`src/hbbc_regs.svh`:
```
// Register map, field positions, reset values and timing counts of the host port
`ifndef HBBC_REGS_SVH
`define HBBC_REGS_SVH

// Byte offsets of the registers
`define HBBC_OFF_ID        8'h00
`define HBBC_OFF_GCR1      8'h02
`define HBBC_OFF_GCR2      8'h04
`define HBBC_OFF_GIOCR     8'h0a
`define HBBC_OFF_PCR1      8'h40
`define HBBC_OFF_PCR2      8'h42
`define HBBC_OFF_PCR3      8'h44
`define HBBC_OFF_PCR4      8'h46
`define HBBC_OFF_FIFOHEC   8'h48
`define HBBC_OFF_STAT      8'h4a
`define HBBC_PORT_BASE     8'h40

// Global control one fields
`define HBBC_GCR1_RST      0
`define HBBC_GCR1_DPHOLD   1
`define HBBC_GCR1_LCM      2
`define HBBC_GCR1_IFT      8
`define HBBC_GCR1_BUSW     10
`define HBBC_GCR1_RST_VAL  16'h0003

// Port control fields
`define HBBC_PCR1_DPHOLD   0
`define HBBC_PCR1_PD       1
`define HBBC_PCR1_HDLC_PATH_SELECT    4
`define HBBC_PCR1_LINE_ALARM_DISABLE     10
`define HBBC_PCR1_PAYLOAD_ALARM_DISABLE     12
`define HBBC_PCR1_RST_VAL  16'h0003
`define HBBC_PCR2_TX_LINE_ENABLE     0
`define HBBC_PCR2_FM       1
`define HBBC_PCR2_CELL_IN_PACKET_MODE_ENABLE    7
`define HBBC_PCR2_LM       8
`define HBBC_PCR3_LOOP_TIMING_SELECT    0
`define HBBC_PCR3_TX_CLOCK_SOURCE_SELECT    1
`define HBBC_FH_TX_FIFO_CLEAR      0
`define HBBC_FH_RX_FIFO_CLEAR      1
`define HBBC_FH_TX_HEADER_CHECK_PASS      2
`define HBBC_FH_RX_HEADER_CHECK_PASS      3
`define HBBC_ZERO_VAL      16'h0000

// Field widths
`define HBBC_W_IFT         2
`define HBBC_W_BUSW        2
`define HBBC_W_LINE_ALARM_DISABLE        2
`define HBBC_W_PAYLOAD_ALARM_DISABLE        3
`define HBBC_W_FM          6
`define HBBC_W_LM          4

// Wait counts loaded when the access is taken; the register access follows count plus one cycles later
`define HBBC_GLB_WAIT_CYC  3'h1
`define HBBC_PORT_WAIT_CYC 3'h3

`endif

```
`src/hbbc_pkg.sv`:
```
// Types shared by the host port design
`default_nettype none
package hbbc_pkg;
  typedef enum logic [1:0] {ST_IDLE, ST_WAIT, ST_DONE, ST_HOLD} hbbc_state_e;
  typedef enum logic [1:0] {TXCLK_RATE_ADAPTER, TXCLK_INPUT, TXCLK_LOOP_RX} hbbc_txclk_e;
endpackage : hbbc_pkg
`default_nettype wire

```
`src/hbbc_sync.sv`:
```
// Two flip-flop synchroniser for pin inputs
`timescale 1ns/1ps
`default_nettype none
module hbbc_sync #(
  parameter int           W       = 1,
  parameter logic [W-1:0] RST_VAL = '0
) (
  input  wire logic         mclk,
  input  wire logic         rst_n,
  input  wire logic [W-1:0] d,
  output var  logic [W-1:0] q
);
  logic [W-1:0] meta;

  always_ff @(posedge mclk or negedge rst_n)
  begin
    if (!rst_n)
    begin
      meta <= RST_VAL;
      q    <= RST_VAL;
    end
    else
    begin
      meta <= d;
      q    <= meta;
    end
  end
endmodule : hbbc_sync
`default_nettype wire

```
`src/hbbc_host_port.sv`:
```
// Asynchronous host processor port with the bring-up configuration registers
`timescale 1ns/1ps
`default_nettype none
`include "hbbc_regs.svh"
module hbbc_host_port #(
  parameter int          ADDR_W  = 7,
  parameter int          EVT_W   = 16,
  parameter logic [15:0] CHIP_ID = 16'h005a  // Arbitrary identity value
) (
  input  wire logic              mclk,
  input  wire logic              arst_n,
  input  wire logic              width_sel_pin,
  input  wire logic              addr_lsb_or_swap_pin,
  input  wire logic              strobe_mode_pin,
  input  wire logic              cs_n,
  input  wire logic              rd_n,
  input  wire logic              wr_n,
  input  wire logic              ds_n,
  input  wire logic              rw_dir,
  input  wire logic [ADDR_W-1:0] addr,
  input  wire logic [15:0]       data_in,
  output var  logic [15:0]       data_out,
  output var  logic [1:0]        data_oe,
  output var  logic              rdy_n,
  input  wire logic [EVT_W-1:0]  status_event,
  output var  logic              device_run,
  output var  logic [1:0]        sys_if_type,
  output var  logic [1:0]        sys_bus_width,
  output var  logic              global_datapath_hold,
  output var  logic              port_datapath_hold,
  output var  logic              port_power_down,
  output var  logic [15:0]       clock_rate_adapter_config,
  output var  logic [15:0]       gio_config,
  output var  logic [15:0]       port_aux_config,
  output var  logic [2:0]        payload_alarm_disable,
  output var  logic [1:0]        line_alarm_disable,
  output var  logic              hdlc_path_select,
  output var  logic [3:0]        line_interface_mode,
  output var  logic [5:0]        framing_protocol_field,
  output var  logic              cell_in_packet_mode_enable,
  output var  logic              tx_line_enable,
  output var  logic [1:0]        tx_clock_pick,
  output var  logic              tx_fifo_clear,
  output var  logic              rx_fifo_clear,
  output var  logic              hec_pass_through
);
  // ==========================================================
  // Reset release and pin synchronisers
  logic rst_meta;
  logic rst_n_s;

  always_ff @(posedge mclk or negedge arst_n)
  begin
    if (!arst_n)
    begin
      rst_meta <= 1'b0;
      rst_n_s  <= 1'b0;
    end
    else
    begin
      rst_meta <= 1'b1;
      rst_n_s  <= rst_meta;
    end
  end

  logic [7:0]         ctl_q;
  logic [ADDR_W-1:0]  addr_q;
  logic [15:0]        data_q;

  hbbc_sync #(.W(8), .RST_VAL(8'hff)) u_sync_ctl (
    .mclk  (mclk),
    .rst_n (rst_n_s),
    .d     ({cs_n, rd_n, wr_n, ds_n, rw_dir, width_sel_pin,
             addr_lsb_or_swap_pin, strobe_mode_pin}),
    .q     (ctl_q)
  );

  hbbc_sync #(.W(ADDR_W + 16)) u_sync_bus (
    .mclk  (mclk),
    .rst_n (rst_n_s),
    .d     ({addr, data_in}),
    .q     ({addr_q, data_q})
  );

  logic cs_q, rd_q, wr_q, ds_q, rw_q, w16_q, lsb_q, mode_q;
  assign {cs_q, rd_q, wr_q, ds_q, rw_q, w16_q, lsb_q, mode_q} = ctl_q;

  // ==========================================================
  // Strobe and address decode
  logic       rd_req;
  logic       wr_req;
  logic       active;
  logic [7:0] word_q;
  logic       mapped;

  assign rd_req = mode_q ? (!ds_q && rw_q) : !rd_q;
  assign wr_req = mode_q ? (!ds_q && !rw_q) : !wr_q;
  assign active = !cs_q && (rd_req || wr_req);
  assign word_q = {addr_q, 1'b0};

  always_comb
  begin
    case (word_q)
      `HBBC_OFF_ID, `HBBC_OFF_GCR1, `HBBC_OFF_GCR2, `HBBC_OFF_GIOCR,
      `HBBC_OFF_PCR1, `HBBC_OFF_PCR2, `HBBC_OFF_PCR3, `HBBC_OFF_PCR4,
      `HBBC_OFF_FIFOHEC, `HBBC_OFF_STAT: mapped = 1'b1;
      default: mapped = 1'b0;
    endcase
  end

  // ==========================================================
  // Access sequencer
  hbbc_pkg::hbbc_state_e state;
  logic [2:0] cnt;
  logic [7:0] acc_word;
  logic       acc_wr;
  logic       acc_w16;
  logic       acc_swap;
  logic       acc_byte_hi;
  logic [15:0] acc_data;
  logic       do_acc;
  logic       wr_stb;
  logic       rd_stb;

  assign do_acc = (state == hbbc_pkg::ST_WAIT) && (cnt == 3'h0);
  assign wr_stb = do_acc && acc_wr;
  assign rd_stb = do_acc && !acc_wr;

  always_ff @(posedge mclk or negedge rst_n_s)
  begin
    if (!rst_n_s)
    begin
      state       <= hbbc_pkg::ST_IDLE;
      cnt         <= 3'h0;
      acc_word    <= 8'h00;
      acc_wr      <= 1'b0;
      acc_w16     <= 1'b0;
      acc_swap    <= 1'b0;
      acc_byte_hi <= 1'b0;
      acc_data    <= 16'h0000;
    end
    else
    begin
      unique case (state)
        hbbc_pkg::ST_IDLE:
        begin
          if (active)
          begin
            acc_word    <= word_q;
            acc_wr      <= wr_req;
            acc_w16     <= w16_q;
            acc_swap    <= w16_q && lsb_q;
            acc_byte_hi <= !w16_q && lsb_q;
            acc_data    <= data_q;
            cnt         <= (word_q >= `HBBC_PORT_BASE) ? `HBBC_PORT_WAIT_CYC
                                                       : `HBBC_GLB_WAIT_CYC;
            state       <= mapped ? hbbc_pkg::ST_WAIT : hbbc_pkg::ST_HOLD;
          end
        end
        hbbc_pkg::ST_WAIT:
        begin
          if (cnt == 3'h0)
            state <= hbbc_pkg::ST_DONE;
          else
            cnt <= cnt - 3'h1;
        end
        hbbc_pkg::ST_DONE, hbbc_pkg::ST_HOLD:
        begin
          if (!active)
            state <= hbbc_pkg::ST_IDLE;
        end
      endcase
    end
  end

  // ==========================================================
  // Write lanes
  logic [15:0] wr_word;
  logic [15:0] wr_mask;

  always_comb
  begin
    if (acc_w16)
    begin
      wr_word = acc_swap ? {acc_data[7:0], acc_data[15:8]} : acc_data;
      wr_mask = 16'hffff;
    end
    else
    begin
      wr_word = {acc_data[7:0], acc_data[7:0]};
      wr_mask = acc_byte_hi ? 16'hff00 : 16'h00ff;
    end
  end

  function automatic logic [15:0] merge(input logic [15:0] old, input logic [15:0] w,
                                        input logic [15:0] m);
    merge = (old & ~m) | (w & m);
  endfunction : merge

  // ==========================================================
  // Configuration registers
  logic [15:0] gcr1, gcr2, giocr, pcr1, pcr2, pcr3, pcr4, fifohec;
  logic [EVT_W-1:0] lat;
  logic        srst;
  logic        lcm;

  assign srst = gcr1[`HBBC_GCR1_RST];
  assign lcm  = gcr1[`HBBC_GCR1_LCM];

  always_ff @(posedge mclk or negedge rst_n_s)
  begin
    if (!rst_n_s)
      gcr1 <= `HBBC_GCR1_RST_VAL;
    else if (wr_stb && acc_word == `HBBC_OFF_GCR1)
      gcr1 <= merge(gcr1, wr_word, wr_mask);
    else if (srst)
      gcr1 <= `HBBC_GCR1_RST_VAL;
  end

  always_ff @(posedge mclk or negedge rst_n_s)
  begin
    if (!rst_n_s)
    begin
      gcr2    <= `HBBC_ZERO_VAL;
      giocr   <= `HBBC_ZERO_VAL;
      pcr1    <= `HBBC_PCR1_RST_VAL;
      pcr2    <= `HBBC_ZERO_VAL;
      pcr3    <= `HBBC_ZERO_VAL;
      pcr4    <= `HBBC_ZERO_VAL;
      fifohec <= `HBBC_ZERO_VAL;
    end
    else if (srst)
    begin
      gcr2    <= `HBBC_ZERO_VAL;
      giocr   <= `HBBC_ZERO_VAL;
      pcr1    <= `HBBC_PCR1_RST_VAL;
      pcr2    <= `HBBC_ZERO_VAL;
      pcr3    <= `HBBC_ZERO_VAL;
      pcr4    <= `HBBC_ZERO_VAL;
      fifohec <= `HBBC_ZERO_VAL;
    end
    else if (wr_stb)
    begin
      case (acc_word)
        `HBBC_OFF_GCR2:    gcr2    <= merge(gcr2, wr_word, wr_mask);
        `HBBC_OFF_GIOCR:   giocr   <= merge(giocr, wr_word, wr_mask);
        `HBBC_OFF_PCR1:    pcr1    <= merge(pcr1, wr_word, wr_mask);
        `HBBC_OFF_PCR2:    pcr2    <= merge(pcr2, wr_word, wr_mask);
        `HBBC_OFF_PCR3:    pcr3    <= merge(pcr3, wr_word, wr_mask);
        `HBBC_OFF_PCR4:    pcr4    <= merge(pcr4, wr_word, wr_mask);
        `HBBC_OFF_FIFOHEC: fifohec <= merge(fifohec, wr_word, wr_mask);
        default:           ;
      endcase
    end
  end

  // ==========================================================
  // Latched status
  logic [15:0]      rd_word;
  logic [EVT_W-1:0] stat_clr;

  always_comb
  begin
    stat_clr = '0;
    if (acc_word == `HBBC_OFF_STAT)
    begin
      if (rd_stb && lcm)
        stat_clr = lat;
      else if (wr_stb && !lcm)
        stat_clr = wr_word[EVT_W-1:0] & wr_mask[EVT_W-1:0];
    end
  end

  always_ff @(posedge mclk or negedge rst_n_s)
  begin
    if (!rst_n_s)
      lat <= '0;
    else if (srst)
      lat <= '0;
    else
      lat <= (lat & ~stat_clr) | status_event;
  end

  // ==========================================================
  // Read path
  always_comb
  begin
    rd_word = 16'h0000;
    case (acc_word)
      `HBBC_OFF_ID:      rd_word = CHIP_ID;
      `HBBC_OFF_GCR1:    rd_word = gcr1;
      `HBBC_OFF_GCR2:    rd_word = gcr2;
      `HBBC_OFF_GIOCR:   rd_word = giocr;
      `HBBC_OFF_PCR1:    rd_word = pcr1;
      `HBBC_OFF_PCR2:    rd_word = pcr2;
      `HBBC_OFF_PCR3:    rd_word = pcr3;
      `HBBC_OFF_PCR4:    rd_word = pcr4;
      `HBBC_OFF_FIFOHEC: rd_word = fifohec;
      `HBBC_OFF_STAT:    rd_word[EVT_W-1:0] = lat;
      default:           rd_word = 16'h0000;
    endcase
  end

  always_ff @(posedge mclk or negedge rst_n_s)
  begin
    if (!rst_n_s)
    begin
      data_out <= 16'h0000;
      data_oe  <= 2'b00;
      rdy_n    <= 1'b1;
    end
    else if (do_acc)
    begin
      rdy_n <= 1'b0;
      if (!acc_wr)
      begin
        if (acc_w16)
        begin
          data_out <= acc_swap ? {rd_word[7:0], rd_word[15:8]} : rd_word;
          data_oe  <= 2'b11;
        end
        else
        begin
          data_out <= {8'h00, acc_byte_hi ? rd_word[15:8] : rd_word[7:0]};
          data_oe  <= 2'b01;
        end
      end
    end
    else if (state == hbbc_pkg::ST_DONE && !active)
    begin
      rdy_n   <= 1'b1;
      data_oe <= 2'b00;
    end
  end

  // ==========================================================
  // Configuration outputs
  always_ff @(posedge mclk or negedge rst_n_s)
  begin
    if (!rst_n_s)
    begin
      device_run       <= 1'b0;
      tx_clock_pick    <= hbbc_pkg::TXCLK_RATE_ADAPTER;
      hec_pass_through <= 1'b0;
    end
    else
    begin
      device_run <= !srst;
      if (pcr3[`HBBC_PCR3_LOOP_TIMING_SELECT])
        tx_clock_pick <= hbbc_pkg::TXCLK_LOOP_RX;
      else if (pcr3[`HBBC_PCR3_TX_CLOCK_SOURCE_SELECT])
        tx_clock_pick <= hbbc_pkg::TXCLK_INPUT;
      else
        tx_clock_pick <= hbbc_pkg::TXCLK_RATE_ADAPTER;
      hec_pass_through <= fifohec[`HBBC_FH_TX_HEADER_CHECK_PASS] && fifohec[`HBBC_FH_RX_HEADER_CHECK_PASS];
    end
  end

  assign sys_if_type    = gcr1[`HBBC_GCR1_IFT +: `HBBC_W_IFT];
  assign sys_bus_width  = gcr1[`HBBC_GCR1_BUSW +: `HBBC_W_BUSW];
  assign global_datapath_hold = gcr1[`HBBC_GCR1_DPHOLD];
  assign port_datapath_hold   = pcr1[`HBBC_PCR1_DPHOLD];
  assign port_power_down      = pcr1[`HBBC_PCR1_PD];
  assign clock_rate_adapter_config          = gcr2;
  assign gio_config           = giocr;
  assign port_aux_config      = pcr4;
  assign payload_alarm_disable = pcr1[`HBBC_PCR1_PAYLOAD_ALARM_DISABLE +: `HBBC_W_PAYLOAD_ALARM_DISABLE];
  assign line_alarm_disable    = pcr1[`HBBC_PCR1_LINE_ALARM_DISABLE +: `HBBC_W_LINE_ALARM_DISABLE];
  assign hdlc_path_select      = pcr1[`HBBC_PCR1_HDLC_PATH_SELECT];
  assign line_interface_mode   = pcr2[`HBBC_PCR2_LM +: `HBBC_W_LM];
  assign framing_protocol_field = pcr2[`HBBC_PCR2_FM +: `HBBC_W_FM];
  assign cell_in_packet_mode_enable = pcr2[`HBBC_PCR2_CELL_IN_PACKET_MODE_ENABLE];
  assign tx_line_enable        = pcr2[`HBBC_PCR2_TX_LINE_ENABLE];
  assign tx_fifo_clear         = fifohec[`HBBC_FH_TX_FIFO_CLEAR];
  assign rx_fifo_clear         = fifohec[`HBBC_FH_RX_FIFO_CLEAR];

  // ==========================================================
  // Assertions
  localparam int GLB_RDY_DLY  = 3;
  localparam int PORT_RDY_DLY = 5;
endmodule : hbbc_host_port
`default_nettype wire

```
`config.mk`:
```
export PLATFORM = sky130hd
export DESIGN_NAME = hbbc_host_port
export DESIGN_NICKNAME = d
export VERILOG_FILES = /design/src/hbbc_pkg.sv /design/src/hbbc_sync.sv /design/src/hbbc_host_port.sv
export VERILOG_INCLUDE_DIRS = /design/src
export SDC_FILE = /design/constraint.sdc
export NUM_CORES = 1
export LEC_CHECK = 0
export BUFFER_PORTS_ARGS = -buffer_cell sky130_fd_sc_hd__buf_2
export CAP_MARGIN = 30
export CORE_MARGIN = 1.5
export CORE_UTILIZATION = 45
export DETAILED_ROUTE_END_ITERATION = 16
export MAX_ROUTING_LAYER = met4
export SYNTH_ARGS = -nofsm -noshare
export SYNTH_HDL_FRONTEND = slang
export SYNTH_SLANG_ARGS = --single-unit
```
`constraint.sdc`:
```
create_clock -name mclk -period 20.2 [get_ports mclk]
set_input_delay 1.01 -clock mclk [delete_from_list [all_inputs] [get_ports mclk]]
set_output_delay 1.01 -clock mclk [all_outputs]
set_load 0.02 [all_outputs]
```
### Word-level counts from Yosys, hierarchy flattened

Cells that the tools add are included.

| cells by class | value |
|---|---|
| add/subtract/negate cells | 1 |
| magnitude comparators | 1 |
| eq/ne operators | 26 |
| multiplexer cells | 55 |
| bitwise gates (word level) | 22 |
| reductions and logical operators | 53 |

Operator list:

| kind | count |
|---|---|
| $mux W16 | 33 |
| $and A16 B16 Y16 | 10 |
| $pmux W16 S10 | 1 |
| $or A16 B16 Y16 | 9 |
| $eq A7 B6 Y1 const B | 12 |
| $not A16 Y16 | 2 |
| $reduce_bool A2 Y1 | 11 |
| $mux W2 | 10 |
| $reduce_and A2 Y1 | 10 |
| $logic_not A8 Y1 | 2 |
| $eq A7 B1 Y1 const B | 2 |
| $eq A7 B2 Y1 const B | 2 |
| $eq A7 B3 Y1 const B | 2 |
| $logic_and A1 B1 Y1 | 13 |
| $logic_not A1 Y1 | 10 |
| $reduce_or A10 Y1 | 1 |
| $ge A8 B7 Y1 const B | 1 |
| $mux W8 | 1 |
| $ne A2 B2 Y1 const B | 4 |
| $mux W1 | 6 |
| $mux W3 | 2 |
| $pmux W2 S3 | 1 |
| $pmux W3 S2 | 1 |
| $reduce_and A3 Y1 | 2 |
| 9 further kinds | 10 |

| storage, ports and cells | value |
|---|---|
| flip-flop bits (word level) | 263 |
| output and inout bits | 98 |
| word-level logic and storage cells | 188 |

### Longest topological paths before layout

| logic depth | value |
|---|---|
| depth after elaboration | 11 |
| gate-level depth with buffers | 11 |

### Cells and area by module

Synthesis repeated with hierarchy kept, for this count alone.

| unflattened totals | value |
|---|---|
| cell total of the unflattened synthesis | 1038 |
| area, all modules | 11476.0 sq um |

Modules (own cells, without submodules):

| module | times used | cells an instance | area each (sq um) |
|---|---|---|---|
| hbbc_host_port | 1 | 976 | 9904.5 |
| hbbc_sync (u_sync_bus) | 1 | 46 | 1151.1 |
| hbbc_sync (u_sync_ctl) | 1 | 16 | 420.4 |

### Least setup slack after synthesis

Ideal clock, no wire load.

| timing | value |
|---|---|
| kind | register to register |
| from | register cnt[0] |
| to | register pcr3[2] |
| setup time | 144 ps |
| arrival | 2002 ps |
| required time | 20056 ps |
| path slack | 18054 ps |
| cell stages (with the launch flop) | 11 |
| path buffers | 2 |
| clock period less this slack | 2146 ps |
| cell sequence | dfrtp_1 -> inv_1 -> ha_1 -> ha_1 -> buf_2 -> nand4b_1 -> buf_2 -> nor2_1 -> a31oi_1 -> nand2_1 -> o21ai_0 |

| between the ends | value |
|---|---|
| word-level cells in the longest chain between the ends | 5 |

Ends and longest elaborated chain:

| item | RTL line | source |
|---|---|---|
| start: declaration | hbbc_host_port.sv:114 | `logic [2:0] cnt;` |
| start signal: assignment | hbbc_host_port.sv:155 | `` cnt <= (word_q >= `HBBC_PORT_BASE) ? `HBBC_PORT_WAIT_CYC `` |
| start signal: assignment | hbbc_host_port.sv:165 | `cnt <= cnt - 3'h1;` |
| $logic_not A3 Y1 | hbbc_host_port.sv:125 | `assign do_acc = (state == hbbc_pkg::ST_WAIT) && (cnt == 3'h0);` |
| $logic_and A1 B1 Y1 | hbbc_host_port.sv:125 |  |
| $logic_and A1 B1 Y1 | hbbc_host_port.sv:126 | `assign wr_stb = do_acc && acc_wr;` |
| $reduce_bool A2 Y1 (no line) | n/a |  |
| $reduce_and A2 Y1 (no line) | n/a |  |
| end signal: assignment | hbbc_host_port.sv:228 | `` pcr3 <= `HBBC_ZERO_VAL; `` |
| end signal: assignment | hbbc_host_port.sv:238 | `` pcr3 <= `HBBC_ZERO_VAL; `` |
| end signal: assignment | hbbc_host_port.sv:249 | `` `HBBC_OFF_PCR3: pcr3 <= merge(pcr3, wr_word, wr_mask); `` |
| end: declaration | hbbc_host_port.sv:202 | `logic [15:0] gcr1, gcr2, giocr, pcr1, pcr2, pcr3, pcr4, fifohec;` |

No other way between the ends.
A chain may end at the register's enable or synchronous reset.

### Final worst setup path

| timing | value |
|---|---|
| from | register cnt[0] |
| to | register gcr1[2] |

| between the ends | value |
|---|---|
| word-level cells in the longest chain between the ends | 5 |
| elaborated cells between the ends (all ways) | 6 |

Ends and longest elaborated chain:

| item | RTL line | source |
|---|---|---|
| $logic_not A3 Y1 (*) | hbbc_host_port.sv:125 |  |
| $logic_and A1 B1 Y1 (*) | hbbc_host_port.sv:125 |  |
| $logic_and A1 B1 Y1 (*) | hbbc_host_port.sv:126 |  |
| $logic_and A1 B1 Y1 (no line) (*) | n/a |  |
| $mux W16 or $reduce_bool A2 Y1 (tied branches) | n/a |  |
| end signal: assignment | hbbc_host_port.sv:213 | `` gcr1 <= `HBBC_GCR1_RST_VAL; `` |
| end signal: assignment | hbbc_host_port.sv:215 | `gcr1 <= merge(gcr1, wr_word, wr_mask);` |
| end signal: assignment | hbbc_host_port.sv:217 | `` gcr1 <= `HBBC_GCR1_RST_VAL; `` |
| end: declaration | hbbc_host_port.sv:202 |  |

Every way passes the cells marked *; elsewhere a longest branch is shown, timed or not.

==> run metrics <==
die height 163 um; Synth Register Bits 263; ant diodes 0; cells after synthesis 1,015; Peak VDD IR 0.0873 mV; area leader, netlist dfrtp_1; total power 1720 uW; count leader, synth dfrtp_1; Post-Syn Area per Cell 11.3 um2; Fillers 2,309; static leakage 0.00606 uW; post-CTS setup repair buffer count 0; Synth Area in Compound Gates 0.184; first-pass GRT wire length 50,700 um; Initial Util 0.457; Worst R2R Setup Slack 16.49 ns; main combinational cell family by area after synthesis compound AO/OA/AOI/OAI gates; Max-Cap Viols 0; Clk pin slew, worst setup/hold paths 0.06 ns; Synth Cell Area 11,500 um2; Worst Hold Class in -> async; io pins 147; Worst Setup End Kind flop; hold bufs inserted after CTS 0; DIE AREA 26,500 um2; vias in the first global route 8,275; Global Route Usage Sum 0.262; RePlAce Congestion 0.883; Clock Latency Late Sink 0.54 ns; final wirelength 33,400 um; Most used DFF post-synth dfrtp_1; Power Density 131 nW/um2; worst rel slew slack 0.271; fmax 270 MHz; share of cells above drive strength 1 0.254; CP Data Required Time 20.66 ns; Final TNS setup 0 ns; Area after DPL 12,300 um2; DPL Wire Length 23,300 um; Unique masters post-synth 72; WL/cell 22.7 um; largest net degree at the start of global routing 185; Async S/R FF share, synth 1.00; post-synthesis mux area share 0.0787; Via density 5.93; first drt pass iteration count 5; Syn. warnings 0; RSZ-0062 raised after global routing no; # rows 58; CP Max Fanout 14; total global routing overflow 0; synth cell count leaders dfrtp_1, nand2_1, o21ai_0, a22o_1, a21oi_1; xor and xnor fraction of the mapped netlist area 0; Post-Synth Adder-Cell Area 0.00218; Slew @ Worst Pin 1.09 ns; CORE AREA 25,100 um2; post-route cell area 13,200 um2; clock root cell clkbuf_16; area delta synth->final 15.0%; number of remaining DRC errors 0; CTS H-tree depth 1; Seq/Total Area, Yosys 0.576; hold_ws 0.251 ns; Final ANT Viol Nets 0; Post-synth EDFFs 0; pins over their slew limit 0; Worst Reg-to-Reg Cells 8; TritonCTS clock tree yes; CP Launch Type flop; Initial DRC Count 880; Synth top area share 0.528; syn_nets 1,066; Die X 163 um; CP Data Arrival Time 4.17 ns; clock sink count 263; synth top area cells dfrtp_1, a22o_1, dfstp_2; Clock Skews 0.0135 ns; number of buffers created by CTS 27; total number of vias 8,719; status completed; WS Path Type reg -> reg; post-layout min period 3.71 ns; initial antenna violation count 0; Net count, final 1,171; fin crit share 0.184; setup violators final 0; Synth Area in Simple Gates 0.111; IO Port Bufs 146; Max clock buf depth 3; Final Hold Viols 0; Post-CTS Resized 0
-- critical path, stage by stage, from the launching register on --
cell	delay, ns
dfrtp_1	0.38
inv_1	0.09
ha_1	0.15
ha_1	0.31
nand4b_1	0.76
nor4_4	1.06
mux2i_1	0.65
nand2_1	0.12
o21ai_1	0.11
-- cells in the final DEF (no fill, tap or decap), types with 16 or more instances in the layout --
cell type	n
a21oi_1	50
a22o_1	79
a22oi_1	17
buf_2	146
buf_4	16
clkbuf_16	29
dfrtp_1	240
dfstp_2	21
inv_1	26
mux2_2	43
mux2i_1	34
nand2_1	104
nor2_1	28
nor3_1	27
o21ai_0	80
-- cell type report --
| type | count | area (um2) | share of cell area |
|---|---|---|---|
| well taps | 330 | 413 | 0.0313 |
| inverters | 26 | 97.6 | 0.00740 |
| flip-flops and latches | 263 | 6610 | 0.501 |
| clock buffers | 40 | 807 | 0.0612 |
| clock inverters | 9 | 77.6 | 0.00588 |
| repair buffers | 163 | 871 | 0.0660 |
| multi-input cells | 639 | 4320 | 0.327 |
-- layer usage --
layer / global-route usage / routed length, um / vias to the layer above
met2: 0.388 / 15000 / 407
met4: 0.0830 / 1090 / 0
li1: - / - / 3907
met1: 0.368 / 14900 / 4337
met3: 0.0453 / 2520 / 68
met5: - / 0 / -
-- state kept, by name, summed over array words and instances (netlist names), 2 cells and up, named ones only --
name and count:
pcr2 16, data_out 16, state 2, clock_rate_adapter_config 16, u_sync_ctl.meta 8, data_oe 2, fifohec 16, cnt 3
u_sync_ctl.q 8, pcr1 16, u_sync_bus.meta 23, port_aux_config 16, lat 16, acc_word 7, gcr1 15, pcr3 16
gio_config 16, tx_clock_pick 2, u_sync_bus.q 23, acc_data 16
-- metrics by stage --
stage / worst slack (ns) / utilization / cells
after floorplan: 12.36 / - / 1015
after global placement: 16.71 / 0.490 / 1419
after detailed placement: 16.57 / 0.490 / 1420
after CTS: 16.56 / 0.525 / 1469
after global routing: 16.26 / 0.526 / 1470
final: 16.49 / 0.526 / 1470
-- where the power goes --
part / switching [uW] / total, uW / internal, uW
registers: 96.6 / 690 / 593
logic: 355 / 537 / 181
clock network: 207 / 496 / 289
-- cells by family (layout without fill, tap and decap cells) --
| logic type | count (synthesis) | in the layout |
|---|---|---|
| AO/OA/AOI/OAI | 305 | 305 |
| adder cells (fa/ha/maj) | 2 | 2 |
| buffers and inverters | 113 | 238 |
| flip-flops | 263 | 263 |
| multiplexers | 84 | 84 |
| other | 1 | 1 |
| AND/OR/NAND/NOR | 247 | 247 |
-- final timing paths --
kind / end / start
max: gcr1[2] / cnt[0]
min: rst_meta / arst_n
max reg2reg: gcr1[2] / cnt[0]
min reg2reg: u_sync_bus.q[13] / u_sync_bus.meta[13]
max in group asynchronous: pcr1[3] / rst_n_s
min in group mclk: u_sync_bus.q[13] / u_sync_bus.meta[13]
No activity file was read; power rests on OpenSTA's default activity.
